===== src/include/mcs_pkg.sv =====
// Constants for the main clock select and prescaler block.
// Assumes a single 100 MHz system clock and an APB slave with 32-bit data.
package mcs_pkg;

    // Register indices; byte address is four times the index
    localparam logic [4:0] IDX_MAIN_SRC = 5'h00;
    localparam logic [4:0] IDX_PRESCALE = 5'h01;
    localparam logic [4:0] IDX_LOCK = 5'h02;
    localparam logic [4:0] IDX_STATE = 5'h03;
    localparam logic [4:0] IDX_FAST_CTL = 5'h10;
    localparam logic [4:0] IDX_TRIM_FREQ = 5'h11;
    localparam logic [4:0] IDX_TRIM_TEMP = 5'h12;
    localparam logic [4:0] IDX_LP_CTL = 5'h18;
    localparam logic [4:0] IDX_XTAL_CTL = 5'h1C;

    // Values after reset
    localparam logic [7:0] RST_MAIN_SRC = 8'h00;
    localparam logic [7:0] RST_PRESCALE = 8'h11;
    localparam logic [7:0] RST_FAST_CTL = 8'h00;
    localparam logic [7:0] RST_LP_CTL = 8'h00;
    localparam logic [7:0] RST_XTAL_CTL = 8'h00;
    localparam logic [6:0] RST_DIV = 7'h06; // Divisor in force after reset

    // Writable bits of each register
    localparam logic [7:0] MSK_MAIN_SRC = 8'h83;
    localparam logic [7:0] MSK_PRESCALE = 8'h1F;
    localparam logic [7:0] MSK_LOCK = 8'h01;
    localparam logic [7:0] MSK_RUN_SLEEP = 8'h02;
    localparam logic [7:0] MSK_TRIM_FREQ = 8'h7F;
    localparam logic [7:0] MSK_TRIM_TEMP = 8'h0F;
    localparam logic [7:0] MSK_XTAL_CTL = 8'h37;

    // Field positions
    localparam int unsigned POS_CLK_PIN = 7;
    localparam int unsigned POS_SRC_LSB = 0;
    localparam int unsigned POS_DIV_LSB = 1;
    localparam int unsigned POS_PEN = 0;
    localparam int unsigned POS_LOCK = 0;
    localparam int unsigned POS_FUSE_LOCK = 7;
    localparam int unsigned POS_SWITCHING = 0;
    localparam int unsigned POS_STABLE_LSB = 4;

    // Source codes
    localparam logic [1:0] SRC_FAST_RC = 2'h0;
    localparam logic [1:0] SRC_LP_RC = 2'h1;
    localparam logic [1:0] SRC_CRYSTAL = 2'h2;
    localparam logic [1:0] SRC_EXTERNAL = 2'h3;

    // Instructions the unlock window stays open
    localparam logic [2:0] UNLOCK_INSTR = 3'h4;

    // Divisor for a divide code; reserved codes fall back to 2
    function automatic logic [6:0] div_of(input logic [3:0] code);
        logic [6:0] d;
        d = 7'h02;
        case (code)
            4'h0: d = 7'h02;
            4'h1: d = 7'h04;
            4'h2: d = 7'h08;
            4'h3: d = 7'h10;
            4'h4: d = 7'h20;
            4'h5: d = 7'h40;
            4'h8: d = 7'h06;
            4'h9: d = 7'h0A;
            4'hA: d = 7'h0C;
            4'hB: d = 7'h18;
            4'hC: d = 7'h30;
            default: d = 7'h02;
        endcase
        return d;
    endfunction : div_of

endpackage : mcs_pkg


===== src/design/mcs_main_clock.sv =====
// Main clock select, prescaler, clock pin and guarded register file.
// Assumes oscillator levels and stable flags arrive from other domains,
// and CPU key/instruction strobes come from logic on clk.
//
// Design decision made here: the APB slave port.
`timescale 1ns/10ps

// Summary of operation
// - Guarded write needs key, then within four instructions
// - Unguarded write to guarded register changes nothing
// - Guard covers all eight control registers
// - Clock pin bit drives main clock out
// - No pin clock in sleep unless peripheral uses
// - Select code picks one of four sources
// - Divide codes map to documented divisors
// - Divide code bits 4:1, enable bit 0
// - Divide code writable while running
// - Enable bit set turns prescaler on
// - Enable clear gives peripheral clock equal main
// - Reset gives fast oscillator, divide by six
// - Lock bit freezes main registers until reset
// - Switching flag while pending; move once stable
module mcs_main_clock #(
    parameter int unsigned AW = 12 // APB address width
) (
    // Clock, reset, enable
    input wire logic clk,
    input wire logic rst,
    input wire logic ce,
    // APB slave
    input wire logic psel,
    input wire logic penable,
    input wire logic pwrite,
    input wire logic [AW-1:0] paddr,
    input wire logic [31:0] pwdata,
    output logic [31:0] prdata,
    output logic pready,
    output logic pslverr,
    // CPU side
    input wire logic unlock_key_stb,
    input wire logic instr_stb,
    input wire logic sleep,
    input wire logic periph_busy,
    // Fuse values, caught after reset release
    input wire logic fuse_lock,
    input wire logic [6:0] fuse_trim_freq,
    input wire logic [3:0] fuse_trim_temp,
    // Oscillator levels and stable flags, order fast, lp, crystal, external
    input wire logic [3:0] src_level,
    input wire logic [3:0] src_stable,
    // Clocks out
    output logic main_clk,
    output logic peripheral_clock,
    output logic clk_pin
);

    // Refuse narrow buses at elaboration; the highest register sits at byte 0x70,
    // so fewer than seven address bits would alias registers onto each other
    if (AW < 7) begin : g_aw_check
        $error("mcs_main_clock: AW must be at least 7");
    end
    // Bits of paddr above bit 6 are ignored by the decode below

    // Whole state of the block
    typedef struct packed {
        logic [7:0] main_src;     // Clock pin bit and source select
        logic [7:0] prescale;     // Divide code and enable
        logic lock;               // Main config lock bit
        logic [7:0] fast_ctl;     // Fast oscillator keep-running
        logic [7:0] trim_freq;    // Fast oscillator frequency trim
        logic [3:0] trim_temp;    // Fast oscillator temperature trim
        logic fuse_lk;            // Trim locked by fuse
        logic [7:0] lp_ctl;       // Low-power oscillator keep-running
        logic [7:0] xtal_ctl;     // Crystal control
        logic fuse_pend;          // Fuse values still to be caught
        logic [2:0] win;          // Instructions left in unlock window
        logic [7:0] sy1;          // Synchroniser stage one
        logic [7:0] sy2;          // Synchroniser stage two
        logic [7:0] sy3;          // Synchroniser stage three
        logic [7:0] flt;          // Agreed levels and stable flags
        logic [1:0] act_src;      // Source now feeding the main clock
        logic main_lvl;           // Main clock level
        logic [6:0] div_act;      // Divisor in force, 1 when bypassed
        logic [5:0] cnt;          // Main clock rises in this period
        logic periph_lvl;         // Peripheral clock level
        logic pin_lvl;            // Clock pin level
        logic rdy;                // APB ready
        logic [31:0] rdata;       // APB read data
        logic err;                // APB error
    } mcs_state_t;

    mcs_state_t s_r;
    mcs_state_t s_nxt;

    // Address decode and bus strobes
    logic [4:0] idx;
    logic mapped;
    logic access;
    logic commit;
    logic wr;
    logic open_win;
    logic main_wr_ok;
    logic trim_wr_ok;
    logic [7:0] wdat;
    logic [7:0] rd_byte;
    logic [7:0] status;
    logic switching;
    logic new_lvl;
    logic main_rise;
    logic [6:0] next_div;
    logic [5:0] next_cnt;

    assign idx = paddr[6:2];
    assign wdat = pwdata[7:0];
    assign access = psel && penable;
    assign commit = access && s_r.rdy;
    assign wr = commit && pwrite;
    assign open_win = (s_r.win != 3'h0);
    // Main registers refuse writes once locked
    assign main_wr_ok = open_win && !s_r.lock;
    // Trim is frozen by fuse, or by lock while the fast oscillator runs main
    assign trim_wr_ok = open_win && !s_r.fuse_lk
        && !(s_r.lock && s_r.act_src == mcs_pkg::SRC_FAST_RC);
    assign switching = (s_r.main_src[1:0] != s_r.act_src);
    assign status = {s_r.flt[7:4], 3'h0, switching};

    // Mapped addresses and read mux
    always_comb begin
        mapped = 1'b1;
        rd_byte = 8'h00;
        unique case (idx)
            mcs_pkg::IDX_MAIN_SRC: rd_byte = s_r.main_src;
            mcs_pkg::IDX_PRESCALE: rd_byte = s_r.prescale;
            mcs_pkg::IDX_LOCK: rd_byte = {7'h00, s_r.lock};
            mcs_pkg::IDX_STATE: rd_byte = status;
            mcs_pkg::IDX_FAST_CTL: rd_byte = s_r.fast_ctl;
            mcs_pkg::IDX_TRIM_FREQ: rd_byte = s_r.trim_freq;
            mcs_pkg::IDX_TRIM_TEMP: rd_byte = {s_r.fuse_lk, 3'h0, s_r.trim_temp};
            mcs_pkg::IDX_LP_CTL: rd_byte = s_r.lp_ctl;
            mcs_pkg::IDX_XTAL_CTL: rd_byte = s_r.xtal_ctl;
            default: mapped = 1'b0;
        endcase
    end

    // Next state of the whole block
    always_comb begin
        s_nxt = s_r;
        new_lvl = 1'b0;
        main_rise = 1'b0;
        next_div = s_r.div_act;
        next_cnt = s_r.cnt;
        // APB answer one cycle into the access phase
        s_nxt.rdy = access && !s_r.rdy;
        s_nxt.err = access && !s_r.rdy && !mapped;
        if (access && !s_r.rdy) begin
            s_nxt.rdata = {24'h000000, rd_byte};
        end
        // Fuse values caught once reset has gone
        if (s_r.fuse_pend) begin
            s_nxt.fuse_pend = 1'b0;
            s_nxt.lock = fuse_lock;
            s_nxt.fuse_lk = fuse_lock;
            s_nxt.trim_freq = {1'b0, fuse_trim_freq};
            s_nxt.trim_temp = fuse_trim_temp;
        end
        // Unlock window counts down on instructions
        if (instr_stb && open_win) begin
            s_nxt.win = s_r.win - 3'h1;
        end
        // Guarded writes; anything outside the window is dropped
        if (wr && mapped && open_win) begin
            s_nxt.win = 3'h0;
            unique case (idx)
                mcs_pkg::IDX_MAIN_SRC: begin
                    if (main_wr_ok) begin
                        s_nxt.main_src = wdat & mcs_pkg::MSK_MAIN_SRC;
                    end
                end
                mcs_pkg::IDX_PRESCALE: begin
                    if (main_wr_ok) begin
                        s_nxt.prescale = wdat & mcs_pkg::MSK_PRESCALE;
                    end
                end
                mcs_pkg::IDX_LOCK: begin
                    if (main_wr_ok) begin
                        s_nxt.lock = wdat[mcs_pkg::POS_LOCK];
                    end
                end
                mcs_pkg::IDX_FAST_CTL: s_nxt.fast_ctl = wdat & mcs_pkg::MSK_RUN_SLEEP;
                mcs_pkg::IDX_TRIM_FREQ: begin
                    if (trim_wr_ok) begin
                        s_nxt.trim_freq = wdat & mcs_pkg::MSK_TRIM_FREQ;
                    end
                end
                mcs_pkg::IDX_TRIM_TEMP: begin
                    if (trim_wr_ok) begin
                        s_nxt.trim_temp = wdat[3:0];
                    end
                end
                mcs_pkg::IDX_LP_CTL: s_nxt.lp_ctl = wdat & mcs_pkg::MSK_RUN_SLEEP;
                mcs_pkg::IDX_XTAL_CTL: s_nxt.xtal_ctl = wdat & mcs_pkg::MSK_XTAL_CTL;
                default: s_nxt.win = 3'h0;
            endcase
        end
        // A fresh key reopens the window, later than any countdown
        if (unlock_key_stb) begin
            s_nxt.win = mcs_pkg::UNLOCK_INSTR;
        end
        // Three-stage sync; a change counts when stages two and three agree
        s_nxt.sy1 = {src_stable, src_level};
        s_nxt.sy2 = s_r.sy1;
        s_nxt.sy3 = s_r.sy2;
        for (int i = 0; i < 8; i++) begin
            if (s_r.sy2[i] == s_r.sy3[i]) begin
                s_nxt.flt[i] = s_r.sy3[i];
            end
        end
        // Move source only once new one is stable and both clocks are low,
        // so no stretched or shortened pulse reaches the main clock
        if (switching && s_r.flt[4 + s_r.main_src[1:0]]
            && !s_r.main_lvl && !s_r.flt[s_r.main_src[1:0]]) begin
            s_nxt.act_src = s_r.main_src[1:0];
        end
        new_lvl = s_nxt.act_src == s_r.act_src ? s_r.flt[s_r.act_src] : 1'b0;
        s_nxt.main_lvl = new_lvl;
        main_rise = new_lvl && !s_r.main_lvl;
        // Divider reloads only at a period boundary, never mid-pulse
        if (main_rise) begin
            if ({1'b0, s_r.cnt} >= s_r.div_act - 7'h01) begin
                next_cnt = 6'h00;
                next_div = s_r.prescale[mcs_pkg::POS_PEN]
                    ? mcs_pkg::div_of(s_r.prescale[4:1]) : 7'h01;
            end else begin
                next_cnt = s_r.cnt + 6'h01;
            end
        end
        s_nxt.cnt = next_cnt;
        s_nxt.div_act = next_div;
        // Bypass follows main; divided clock is high for the first half
        if (next_div == 7'h01) begin
            s_nxt.periph_lvl = new_lvl;
        end else begin
            s_nxt.periph_lvl = {1'b0, next_cnt} < (next_div >> 1);
        end
        // Clock pin carries main clock, silenced in idle sleep
        s_nxt.pin_lvl = s_r.main_src[mcs_pkg::POS_CLK_PIN]
            && (!sleep || periph_busy) && new_lvl;
    end

    // State register with synchronous reset and clock enable
    always_ff @(posedge clk) begin
        if (rst) begin
            s_r <= '0;
            s_r.main_src <= mcs_pkg::RST_MAIN_SRC;
            s_r.prescale <= mcs_pkg::RST_PRESCALE;
            s_r.fast_ctl <= mcs_pkg::RST_FAST_CTL;
            s_r.lp_ctl <= mcs_pkg::RST_LP_CTL;
            s_r.xtal_ctl <= mcs_pkg::RST_XTAL_CTL;
            s_r.fuse_pend <= 1'b1;
            s_r.act_src <= mcs_pkg::SRC_FAST_RC;
            s_r.div_act <= mcs_pkg::RST_DIV;
        end else if (ce) begin
            s_r <= s_nxt;
        end
    end

    // Outputs straight from the state register
    assign prdata = s_r.rdata;
    assign pready = s_r.rdy;
    assign pslverr = s_r.err;
    assign main_clk = s_r.main_lvl;
    assign peripheral_clock = s_r.periph_lvl;
    assign clk_pin = s_r.pin_lvl;
endmodule : mcs_main_clock


===== config.mk =====
export PLATFORM = sky130hd
export DESIGN_NAME = mcs_main_clock
export DESIGN_NICKNAME = d
export VERILOG_FILES = /design/src/include/mcs_pkg.sv /design/src/design/mcs_main_clock.sv
export SDC_FILE = /design/constraint.sdc
export NUM_CORES = 1
export LEC_CHECK = 0
export BUFFER_PORTS_ARGS = -buffer_cell sky130_fd_sc_hd__buf_2
export CAP_MARGIN = 5
export CORE_ASPECT_RATIO = 1.75
export CORE_MARGIN = 1
export CORE_UTILIZATION = 40
export CTS_CLUSTER_DIAMETER = 100
export DETAILED_ROUTE_END_ITERATION = 8
export PLACE_DENSITY = 0.65
export REMOVE_ABC_BUFFERS = 1
export SYNTH_ARGS = -nofsm -noshare
export SYNTH_HDL_FRONTEND = slang
export SYNTH_SLANG_ARGS = --single-unit
export TNS_END_PERCENT = 100

===== constraint.sdc =====
create_clock -name clk -period 4.9 [get_ports clk]
set_input_delay 0.245 -clock clk [delete_from_list [all_inputs] [get_ports clk]]
set_output_delay 0.245 -clock clk [all_outputs]
set_load 0.005 [all_outputs]

# After elaboration in Yosys (flattened, before gate mapping)
# Memories as Yosys holds them, arrays and structs flattened. A register that Yosys moved wholly into a read port is not among the register bits.
# Cells that the tools add are included.
dict set report op_classes {
  n_addsub 4
  magnitude_cmp 5
  eq_ne 19
  mux 31
  reduce_logical 48
}
# cell n
set op_table {}
lappend op_table {{$pmux 8 s9} 1}
lappend op_table {{$eq 5x5->1 const B} 5}
lappend op_table {{$reduce_and 2->1} 11}
lappend op_table {{$mux 21} 1}
lappend op_table {{$mux 7} 3}
lappend op_table {{$logic_and 1x1->1} 18}
lappend op_table {{$mux 4} 4}
lappend op_table {{$mux 8} 2}
lappend op_table {{$mux 13} 1}
lappend op_table {{$mux 6} 2}
lappend op_table {{$eq 5x2->1 const B} 2}
lappend op_table {{$mux 1} 9}
lappend op_table {{$mux 3} 3}
lappend op_table {{$reduce_and 3->1} 3}
lappend op_table {{$reduce_or 9->1} 1}
lappend op_table {{$eq 1x1->1} 8}
lappend op_table {{$logic_not 1->1} 8}
lappend op_table {{$lt 2x4->1 const B} 2}
lappend op_table {{$reduce_and 4->1} 2}
lappend op_table {{$eq 7x1->1 const B} 1}
lappend op_table {{$ge 6x7->1} 1}
lappend op_table {{$sub 7x1->7 const B} 1}
lappend op_table {{$add 6x1->6 const B} 1}
lappend op_table {{$lt 6x6->1} 1}
lappend op_table {{13 further kinds} 16}
dict set report word_totals {
  register_bits 93
  rom_bits 96
  in_bits 74
  elab_cells 139
  n_memories 1
}
# name words word_bits read_ports rd_ports_with_merged_regs write_ports line
set mem_list {}
lappend mem_list {{(name not given)} 16 6 1 1 0 mcs_pkg.sv:56} ;# case (code)

# Logic depth before layout (Yosys ltp)
# Gate-level depths: netlist of the first run.
dict set report logic_depth {
  depth_word 13
  mapped_depth 19
}

# Least setup slack after synthesis of the first run
# No wires, ideal clock.
dict set report synth_path {
  path_kind {flip-flop to flip-flop}
  start {reg s_r[44] (netlist name)}
  end {reg s_r, in the netlist peripheral_clock}
  arrival_time_ps 3573
  required_time_ps 4818
  slack_ps 1245
  path_stages_with_launch 18
  path_buffers 1
  period_less_slack_ps 3655
  cell_sequence {dfxtp_1 -> nor2_1 -> nor4b_1 -> xnor2_1 -> ha_1 -> o2111ai_1 -> o21ai_1 -> nand4_1 -> clkbuf_1 -> nor2_1 -> a21oi_1 -> ha_1 -> a21o_1 -> a21o_1 -> a221oi_1 -> nand2_1 -> mux2_2 -> o221ai_1}
}
dict set report synth_between {
  elab_chain_len 6
  word_cells_on_any_way 9
}
# item line
set synth_rtl {}
lappend synth_rtl {{from (decl)} mcs_main_clock.sv:92} ;# mcs_state_t s_r;
lappend synth_rtl {{from (signal assigned)} mcs_main_clock.sv:263} ;# s_r <= s_nxt;
lappend synth_rtl {{$sub 7x1->7} mcs_main_clock.sv:229} ;# if ({1'b0, s_r.cnt} >= s_r.div_act - 7'h01) begin
lappend synth_rtl {{$ge 6x7->1} mcs_main_clock.sv:229}
lappend synth_rtl {{$mux 6 / $mux 7 (equally long branches)} mcs_main_clock.sv:229}
lappend synth_rtl {{$mux 6 / $mux 7 (equally long branches)} mcs_main_clock.sv:228} ;# if (main_rise) begin
lappend synth_rtl {{$lt 6x6->1 / $eq 7x1->1 (equally long branches)} {mcs_main_clock.sv:243, mcs_main_clock.sv:240}}
lappend synth_rtl {{$mux 1 *} mcs_main_clock.sv:240} ;# if (next_div == 7'h01) begin
# Mark *: on every way between the ends. The rest lies on a longest branch, timed or not.
# A chain may end at the register's enable or synchronous reset.

# Final worst setup path of the first run
# Ends and elaborated chain as after synthesis.

==> results.md, run 1 <==
* Outcome: finished clean
* FP Rows at 56
* Largest area contributor in the netlist: dfxtp_1
* Max IR drop VDD at 154 µV
* Die area at 14100 µm²
* Net count, final at 760
* Cts hold-fix bufs at 0
* Ys async rst share at 0%
* RSZ-0062 raised after global routing: false
* Final Hold Viols at 0
* Critical path depth in cells at 16
* CTS Sinks at 99
* Worst r2r src: s_r[44]
* Period minus WS final at 4390 ps
* Startpoint types: flip-flop
* H-tree levels at 3
* Reg2reg setup slack at 510 ps
* Max FO, Critical Path at 15
* Sequential-to-total area share from yosys stat at 36.5%
* Mean routed wirelength per cell at 15.4 µm
* Critical path type: reg -> reg
* Skew final at 14.6 ps
* Post-layout util at 44.7%
* Top FF cell, synth: dfxtp_1
* Max cap viols at 0
* Worst Setup EP: peripheral_clock
* Reg-to-reg endpoint: peripheral_clock
* Top post-synthesis cells by area: dfxtp_1, mux2i_1, nor2_1, buf_4, nand2_1
* Yosys top cell area share at 36.5%
* #FFs+latches synth at 99
* Final HPWL DP at 9430 µm
* Pwr/cell area at 298 nW/µm²
* Critical path's slowest cell: nand4_1
* Worst EP arrival at 4670 ps
* Synthesized area per cell at 8.33 µm²
* EDFF count, synth at 0
* Delay of the slowest critical-path stage at 590 ps
* Initial Util at 40.8%
* Detail Route Antenna Nets at 0
* Setup WS post-layout at 507 ps
* TritonCTS clock tree: built
* Commonest non-fill, non-tap cells in the layout: dfxtp_1, nor2_1, nand2_1
* Mapped Cells at 652
* Total negative setup slack at 0 ps
* CP top delay family: simple AND/OR/NAND/NOR gates
* Initial antenna violation count at 0
* Commonest non-fill, non-tap cell in the layout: dfxtp_1
* Yosys cell types at 67
* GRT Overall Usage at 18.9%
* Area Overhead vs Synth at 9.51%
* Worst-margin pin slew at 1260 ps
* Period utilisation layout at 89.7%
* CTS max path bufs at 2
* LEAKAGE at 2.39 nW
* Hold Worst Slack at 113 ps
* GRT Residual Overflow at 0
* Iter 0 DRT Violations at 255
* Routability cong. at 0.864
* First-pass GRT wire length at 21200 µm
* Worst slew margin at 15.2%
* Achievable clock frequency at 228 MHz
* Max Slew Vio Count at 0
* Core area at 13300 µm²
* Vias per inst at 5.42
* Residual DRC count at 0
* Pre-Repair DR Iteration Count at 5
* Die Wd at 90.1 µm
* Hold Crit Class: in -> reg
* Largest net degree at the start of global routing at 106
* CP Capture Type: flip-flop
* Total setup buffers inserted after CTS at 0
* CP required at 5170 ps
* Port-buffer cells at 55
* Worst path cell trace: nor2_1 > nor4b_1 > xnor2_1 > ha_1 > o2111ai_1 > o21ai_1 > nand4_1 > nor2_1 > a21oi_1 > ha_1 > a21o_1 > a21o_1 > a221oi_1 > nand2_1 > mux2_2 > o221ai_1
* Post-Place Setup Slack at 588 ps
* Hold path depth at 3
* Skew-Pair Late Insertion Delay at 360 ps
* Die H at 156 µm
* Yosys warns at 0
* Number of buffers created by CTS at 9
* Total wire length at 13100 µm
* Crit path buf inv count at 0
* Vias in the first global route at 4301
* Crit path from: s_r[44]
* Antenna diodes at 0
* I/O Pins at 111
* Reg2Reg Depth at 16
* Post_cts resized at 0
* CTS root buf: clkbuf_16
* Via count at 4610
* Worst-path clk slew at 80 ps
* Share of layout cells above drive strength 1 at 14.8%
* Synthesized cell area at 5430 µm²
* Final Setup Violations at 0
cell families after synthesis:
group / synth area share, %
and+or+nand+nor: 23.5
AOI/OAI and AO/OA: 16.0
DFF: 36.5
buffers and inverters: 8.45
muxes: 10.8
adders and majority gates: 3.45
xor gates and xnor gates: 1.29
other: 0.0690
Yosys cell counts, types with 3 or more instances:
master and n:
ha_1 15, buf_4 32, nand3b_1 3, a211o_1 4, o21a_1 5, nand4_1 4
xor2_1 4, nor3b_1 5, a21o_1 15, mux2_2 8, nor4b_1 4, o22ai_1 3
dfxtp_1 99, nor2b_1 8, a22o_1 4, a21oi_1 38, nor4_1 10, nand4b_1 3
nand2b_1 9, nand2_1 55, xnor2_1 4, a221oi_1 3, inv_1 13, o21ai_0 22
clkbuf_1 30, buf_1 3, mux2i_1 45, nor2_1 87, nor3_1 25, or2_2 6
or3_1 4, nand3_1 9, buf_2 7, a211oi_1 14, and3_1 3, and2_1 7
metal layers:
layer  routed length [µm]  GRT usage (%)  vias to the layer above
li1                     -              -                     2299
met1                 5350           21.0                     2133
met2                 6580           32.9                      145
met3                  511           2.58                       33
met4                  624           13.5                        0
met5                    0              0                        -
through the flow:
step / cell area (µm²) / std cells / total power [mW]
3_3_place_gp: 5630 / 834 / 1.03
5_1_grt: 5950 / 850 / 1.85
4_1_cts: 5950 / 850 / 1.79
6_report: 5950 / 850 / 1.77
3_5_place_dp: 5630 / 834 / 1.03
2_1_floorplan: 5110 / 602 / 0.950
power breakdown:
| group | switching [mW] | internal, mW | total, mW | leakage, nW |
|---|---|---|---|---|
| sequential | 0.0170 | 0.827 | 0.844 | 0.805 |
| clock | 0.350 | 0.410 | 0.759 | 0.157 |
| combinational | 0.104 | 0.0668 | 0.171 | 1.43 |
cell type report:
cell class / instances / area, µm²
timing repair buffer: 58 / 300
tap: 174 / 218
inverter: 13 / 48.8
clock inverter: 7 / 91.3
multi-input combinational: 490 / 3090
fill: 1342 / 7360
sequential: 99 / 1980
clock buffer: 9 / 225
worst min-delay path: stages:
cell and delay (ps):
buf_2 70, mux2i_1 50, nor2_1 70
worst min-delay path by stage:
stage                     end  slack, ps    startpoint
global route        s_nxt[70]        120  src_level[2]
detailed placement   s_r[108]        450      s_r[108]
global placement     s_r[107]        440      s_r[107]
floorplan            main_clk        310           rst
finish              s_nxt[71]        110  src_level[3]
CTS                 s_nxt[71]        110  src_level[3]
registers in the layout (all words and copies together), names as in the netlist, named ones only:
name              flops
s_r                  64
s_nxt                16
prdata                8
clk_pin               1
main_clk              1
peripheral_clock      1
pready                1
pslverr               1
Note: power is estimated with default switching activity, not from simulation.
==> run 2, diff against run 1 <==
--- a/config.mk
+++ b/config.mk
@@ -13,7 +13,6 @@
 export CTS_CLUSTER_DIAMETER = 100
 export DETAILED_ROUTE_END_ITERATION = 8
 export PLACE_DENSITY = 0.65
-export REMOVE_ABC_BUFFERS = 1
 export SYNTH_ARGS = -nofsm -noshare
 export SYNTH_HDL_FRONTEND = slang
 export SYNTH_SLANG_ARGS = --single-unit
==> run 2 against run 1 <==
Against the previous run: non-clock buffer count is 2 higher; largest cell class unchanged; critical path depth up 1; combinational power rose by 4%; fmax increased by 5.2%; worst setup slack better by 220 ps; critical endpoint unchanged; final cell count is 0.24% higher; clock skew decreased by 7.6 ps.
==> results.md, run 2 (synthesis results as in run 1) <==
* Total negative setup slack at 0 ps (unchanged)
* Internal at 1.31 mW (+0.18%)
* Detail Route Antenna Nets at 0 (unchanged)
* Max FO, Critical Path at 7 (-8)
* Max cap viols at 0 (unchanged)
* Via count at 4696 (+1.9%)
* Post-layout util at 44.8% (+0.13 points)
* Skew final at 7.07 ps (-7.57 ps)
* CTS root buf: clkbuf_16
* Period minus WS final at 4180 ps (-217 ps)
* Total wire length at 14100 µm (+8.3%)
* Final Hold Viols at 0 (unchanged)
* Routability cong. at 0.982 (+14%)
* CP top delay family: compound AO/OA/AOI/OAI gates
* Post_cts resized at 0 (unchanged)
* Post-Layout Cell Count at 852 (+0.24%)
* Commonest non-fill, non-tap cell in the layout: dfxtp_1
* TritonCTS clock tree: built
* Commonest non-fill, non-tap cells in the layout: dfxtp_1, nor2_1, nand2_1
* First-pass GRT wire length at 22000 µm (+4.0%)
* Pwr/cell area at 296 nW/µm² (-0.58%)
* Die area at 14100 µm² (unchanged)
* Max reg flops at 64 (unchanged)
* Crit path from: s_r[43]
* Vias in the first global route at 4410 (+2.5%)
* Startpoint types: flip-flop
* Residual DRC count at 0 (unchanged)
* Sw frac at 26.2% (-0.34 points)
* Number of buffers created by CTS at 9 (unchanged)
* Largest Register: s_r
* Sw Pwr at 0.464 mW (-1.6%)
* Hold Crit Class: in -> reg
* LEAKAGE at 2.39 nW (+0.23%)
* Worst r2r src: s_r[43]
* Reg2reg setup slack at 720 ps (+220 ps)
* Critical path type: reg -> reg
* CP required at 5160 ps (about the same)
* Antenna diodes at 0 (unchanged)
* Pre-Repair DR Iteration Count at 4 (-1)
* Total setup buffers inserted after CTS at 0 (unchanged)
* Worst-path clk slew at 70 ps (about the same)
* Share of layout cells above drive strength 1 at 15.0% (+0.25 points)
* Clock share of power at 42.2% (-0.6 points)
* Achievable clock frequency at 239 MHz (+5.2%)
* Period utilisation layout at 85.2% (-4.4 points)
* Die H at 156 µm (unchanged)
* H-tree levels at 3 (unchanged)
* Skew-Pair Late Insertion Delay at 340 ps (-20 ps)
* Cell total after placement at 836 (+0.24%)
* Outcome: finished clean
* Worst path cell trace: inv_1 > ha_1 > nand2_1 > xor2_1 > ha_1 > a21o_1 > a21oi_1 > o21ai_1 > and2_1 > o21ai_0 > ha_1 > a21o_1 > a21o_1 > a221oi_1 > nand2_1 > mux2_2 > o221ai_1
* Seq pwr share at 47.8% (+0.2 points)
* Max IR drop VDD at 158 µV (+2.6%)
* I/O Pins at 111 (unchanged)
* GRT Overall Usage at 20.1% (+1.2 points)
* Net count, final at 762 (+0.26%)
* FP Rows at 56 (unchanged)
* Critical path's slowest cell: o21ai_0
* Port-buffer cells at 55 (unchanged)
* Worst slew margin at 17.9% (+2.7 points)
* Worst min-delay path startpoint: src_level[1]
* Delay of the slowest critical-path stage at 510 ps (-80 ps)
* Final Setup Violations at 0 (unchanged)
* CP Capture Type: flip-flop
* Number of fill cells at 1359 (+1.3%)
* Initial antenna violation count at 0 (unchanged)
* Worst-margin pin slew at 1220 ps (-39.9 ps)
* Iter 0 DRT Violations at 286 (+12%)
* Mean routed wirelength per cell at 16.6 µm (+8.1%)
* Cts hold-fix bufs at 0 (unchanged)
* Core area at 13300 µm² (unchanged)
* CTS max path bufs at 2 (unchanged)
* Max Slew Vio Count at 0 (unchanged)
* Final HPWL DP at 10500 µm (+11%)
* Worst EP arrival at 4440 ps (-230 ps)
* RSZ-0062 raised after global routing: false
* Crit path buf inv count at 1 (+1)
* Vias per inst at 5.51 (+1.6%)
* Initial Util at 40.8% (unchanged)
* CTS Sinks at 99 (unchanged)
* Largest net degree at the start of global routing at 95 (-10%)
* Area Overhead vs Synth at 9.83%
* GRT Residual Overflow at 0 (unchanged)
* Combinational Power Share at 10.0% (+0.4 points)
* Die Wd at 90.1 µm (unchanged)
run 2: changes by cell type in the layout (fill, tap and decap cells not counted), sizes merged:
cell,before,now
buf,58,60
clkinv,3,1
clkinvlp,0,1
inv,16,17
run 2: per-stage QoR:
| step | worst slack, ps | power (mW) | hold slack (ps) | cell area (µm²) |
|---|---|---|---|---|
| detailed placement | 741 | 1.04 | 443 | 5650 |
| CTS | 722 | 1.78 | 132 | 5970 |
| global route | 456 | 1.84 | 126 | 5970 |
| finish | 724 | 1.77 | 138 | 5970 |
| global placement | 805 | 1.03 | 441 | 5650 |
| floorplan | 1240 | 0.993 | 327 | 5520 |
run 2: path summary, 6_finish.rpt:
check	to	depth (start not counted)
worst max-delay path	peripheral_clock	17
worst min-delay path	s_nxt[69]	3
worst max register to register	peripheral_clock	17
worst min register to register	prdata[3]	2
run 2: layout make-up:
cell class | count | area [µm²] | share of cell area (%)
inverters | 13 | 48.8 | 0.818
repair buffers | 60 | 315 | 5.28
flip-flops and latches | 99 | 1980 | 33.2
clock inverters | 7 | 93.8 | 1.57
clock buffers | 9 | 225 | 3.77
multi-input cells | 490 | 3090 | 51.7
well taps | 174 | 218 | 3.65
run 2: tightest hold or removal path: stages:
cell     delay (ps)
buf_2            80
mux2i_1          50
nor2_1           70
run 2: power groups by stage:
stage / combinational [mW] / sequential (mW) / clock (mW)
final: 0.177 / 0.845 / 0.747
after global routing: 0.194 / 0.848 / 0.798
after CTS: 0.177 / 0.845 / 0.760
after detailed placement: 0.176 / 0.864 / 0
after global placement: 0.171 / 0.863 / 0
after floorplan: 0.135 / 0.858 / 0
run 2: routing by layer:
layer	track usage, %	part of all wire [%]
met1	19.9	37
met2	37.8	53
met4	14.0	6.6
met5	0	0
met3	3.22	3.6
==> run 3, diff against run 2 <==
==> constraint.sdc (replaced) <==
create_clock -name clk -period 4.9 [get_ports clk]
set_input_delay 0.735 -clock clk [delete_from_list [all_inputs] [get_ports clk]]
set_output_delay 0.735 -clock clk [all_outputs]
set_load 0.005 [all_outputs]
==> run 3 against run 2 <==
Against the previous run: non-clock buffer count did not move; sequential cell count is the same; worst setup slack worse by 44 ps; total power down 5.2%.
==> results.md, run 3 (synthesis results as in run 1) <==
* Outcome: finished clean
* Startpoint types: flip-flop
* Final Hold Viols at 0 (unchanged)
* Final Setup Violations at 0 (unchanged)
* Antenna diodes at 0 (unchanged)
* Worst path cell trace: inv_1 > ha_1 > nand2_1 > xor2_1 > ha_1 > o2111ai_1 > o21ai_1 > nand4_1 > nor2_1 > a21oi_1 > ha_1 > a21o_1 > a21o_1 > a221oi_1 > nand2_1 > mux2_2 > o221ai_1
* Initial antenna violation count at 0 (unchanged)
* First-pass GRT wire length at 22000 µm (-0.28%)
* Max reg flops at 64 (unchanged)
* Commonest non-fill, non-tap cell in the layout: dfxtp_1
* Mean routed wirelength per cell at 16.5 µm (-0.51%)
* Via count at 4650 (-0.98%)
* Crit path buf inv count at 1 (unchanged)
* Top cell by count, worst path: ha_1
* Pre-Repair DR Iteration Count at 4 (unchanged)
* Share of layout cells above drive strength 1 at 14.8% (-0.25 points)
* Number of buffers created by CTS at 9 (unchanged)
* CP required at 5160 ps (about the same)
* Hold Crit Class: reg -> reg
* Area Overhead vs Synth at 8.89%
* Core area at 13300 µm² (unchanged)
* Placed instance area at 5650 µm² (unchanged)
* Period minus WS final at 4220 ps (+44.1 ps)
* Largest Register: s_r
* Net count, final at 762 (unchanged)
* Worst-margin pin slew at 1180 ps (-44.6 ps)
* RSZ-0062 raised after global routing: false
* H-tree levels at 3 (unchanged)
* CTS root buf: clkbuf_16
* Port-buffer cells at 55 (unchanged)
* CTS Sinks at 99 (unchanged)
* Die H at 156 µm (unchanged)
* Skew-Pair Late Insertion Delay at 350 ps (about the same)
* CTS max path bufs at 2 (unchanged)
* Reg2reg setup slack at 680 ps (-40 ps)
* Worst-path clk slew at 70 ps (about the same)
* Initial Util at 40.8% (unchanged)
* Worst slew margin at 20.9% (+3.0 points)
* Die Wd at 90.1 µm (unchanged)
* TritonCTS clock tree: built
* Routability cong. at 0.984 (+0.21%)
* Fin area at 5920 µm² (-0.86%)
* Achievable clock frequency at 237 MHz (-1.0%)
* Total setup buffers inserted after CTS at 0 (unchanged)
* Max IR drop VDD at 147 µV (-6.9%)
* Hold Worst Slack at 457 ps (+320 ps)
* Critical path type: reg -> reg
* Max Slew Vio Count at 0 (unchanged)
* Detail Route Antenna Nets at 0 (unchanged)
* Max cap viols at 0 (unchanged)
* CP top delay family: compound AO/OA/AOI/OAI gates
* FP Rows at 56 (unchanged)
* Iter 0 DRT Violations at 246 (-14%)
* Pwr/cell area at 284 nW/µm² (-4.3%)
* Final HPWL DP at 10500 µm (about the same)
* Number of fill cells at 1359 (unchanged)
* Post_cts resized at 0 (unchanged)
* GRT Overall Usage at 20.1% (-0.029 points)
* Delay of the slowest critical-path stage at 480 ps (-30 ps)
* Die area at 14100 µm² (unchanged)
* I/O Pins at 111 (unchanged)
* Skew final at 14.3 ps (+7.27 ps)
* Worst EP arrival at 4480 ps (+40 ps)
* Storage element area at 1980 µm² (unchanged)
* LEAKAGE at 2.37 nW (-1.1%)
* Total negative setup slack at 0 ps (unchanged)
* Cts hold-fix bufs at 0 (unchanged)
* Max FO, Critical Path at 11 (+4)
* Residual DRC count at 0 (unchanged)
* CP Capture Type: flip-flop
* Vias per inst at 5.47 (-0.75%)
* Total wire length at 14000 µm (-0.74%)
* GRT Residual Overflow at 0 (unchanged)
* Commonest non-fill, non-tap cells in the layout: dfxtp_1, nor2_1, nand2_1
* Period utilisation layout at 86.1% (+0.90 points)
* Footprint of the multi-input gates at 3090 µm² (unchanged)
* Largest net degree at the start of global routing at 60 (-37%)
* Vias in the first global route at 4374 (-0.82%)
* Critical path's slowest cell: nand4_1
## run 3: cell count changes in the layout (fill, tap and decap cells not counted), sizes merged
cell,delta
bufinv,-1
clkbuf,+1
clkinv,+1
clkinvlp,+1
inv,-4
## run 3: metal layers
layer  global-route usage [%]  wire [µm]  up-vias
met4                     14.8        975        0
met1                     20.1       5190     2167
li1                         -          -     2296
met5                        0          0        -
met2                     37.4       7340      138
met3                     2.78        539       49
## run 3: report_power, final
group          switching [mW]  leakage, nW  total [mW]  internal [mW]
logic                   0.109         1.44       0.176         0.0672
clock network           0.304        0.126       0.657          0.352
registers              0.0180        0.805       0.846          0.828
## run 3: worst min-delay path, cell delays in order, from the launching register on
cell,delay [ps]
dfxtp_1,310
inv_1,50
a211oi_1,60
## run 3: metrics by stage
stage / instances / total power [mW] / util [%] / worst slack (ps)
after floorplan: 675 / 0.993 / - / 1240
after global placement: 836 / 1.03 / 42.4 / 785
after detailed placement: 836 / 1.04 / 42.4 / 722
after CTS: 850 / 1.69 / 44.4 / 668
after global routing: 850 / 1.75 / 44.4 / 264
final: 850 / 1.68 / 44.4 / 680
## run 3: layout make-up
class / instances / share of cell area (%)
multi-input cells: 490 / 52.1
flip-flops and latches: 99 / 33.5
repair buffers: 60 / 5.33
clock buffers: 10 / 4.04
well taps: 174 / 3.68
inverters: 13 / 0.825
clock inverters: 4 / 0.486
## run 3: path summary, 6_finish.rpt
| check | start | endpoint | cells after the start |
|---|---|---|---|
| worst min register to register | s_r[106] | s_r[106] | 2 |
| worst max-delay path | s_r[42] | peripheral_clock | 17 |
| worst min-delay path | s_r[106] | s_r[106] | 2 |
| worst max register to register | s_r[42] | peripheral_clock | 17 |
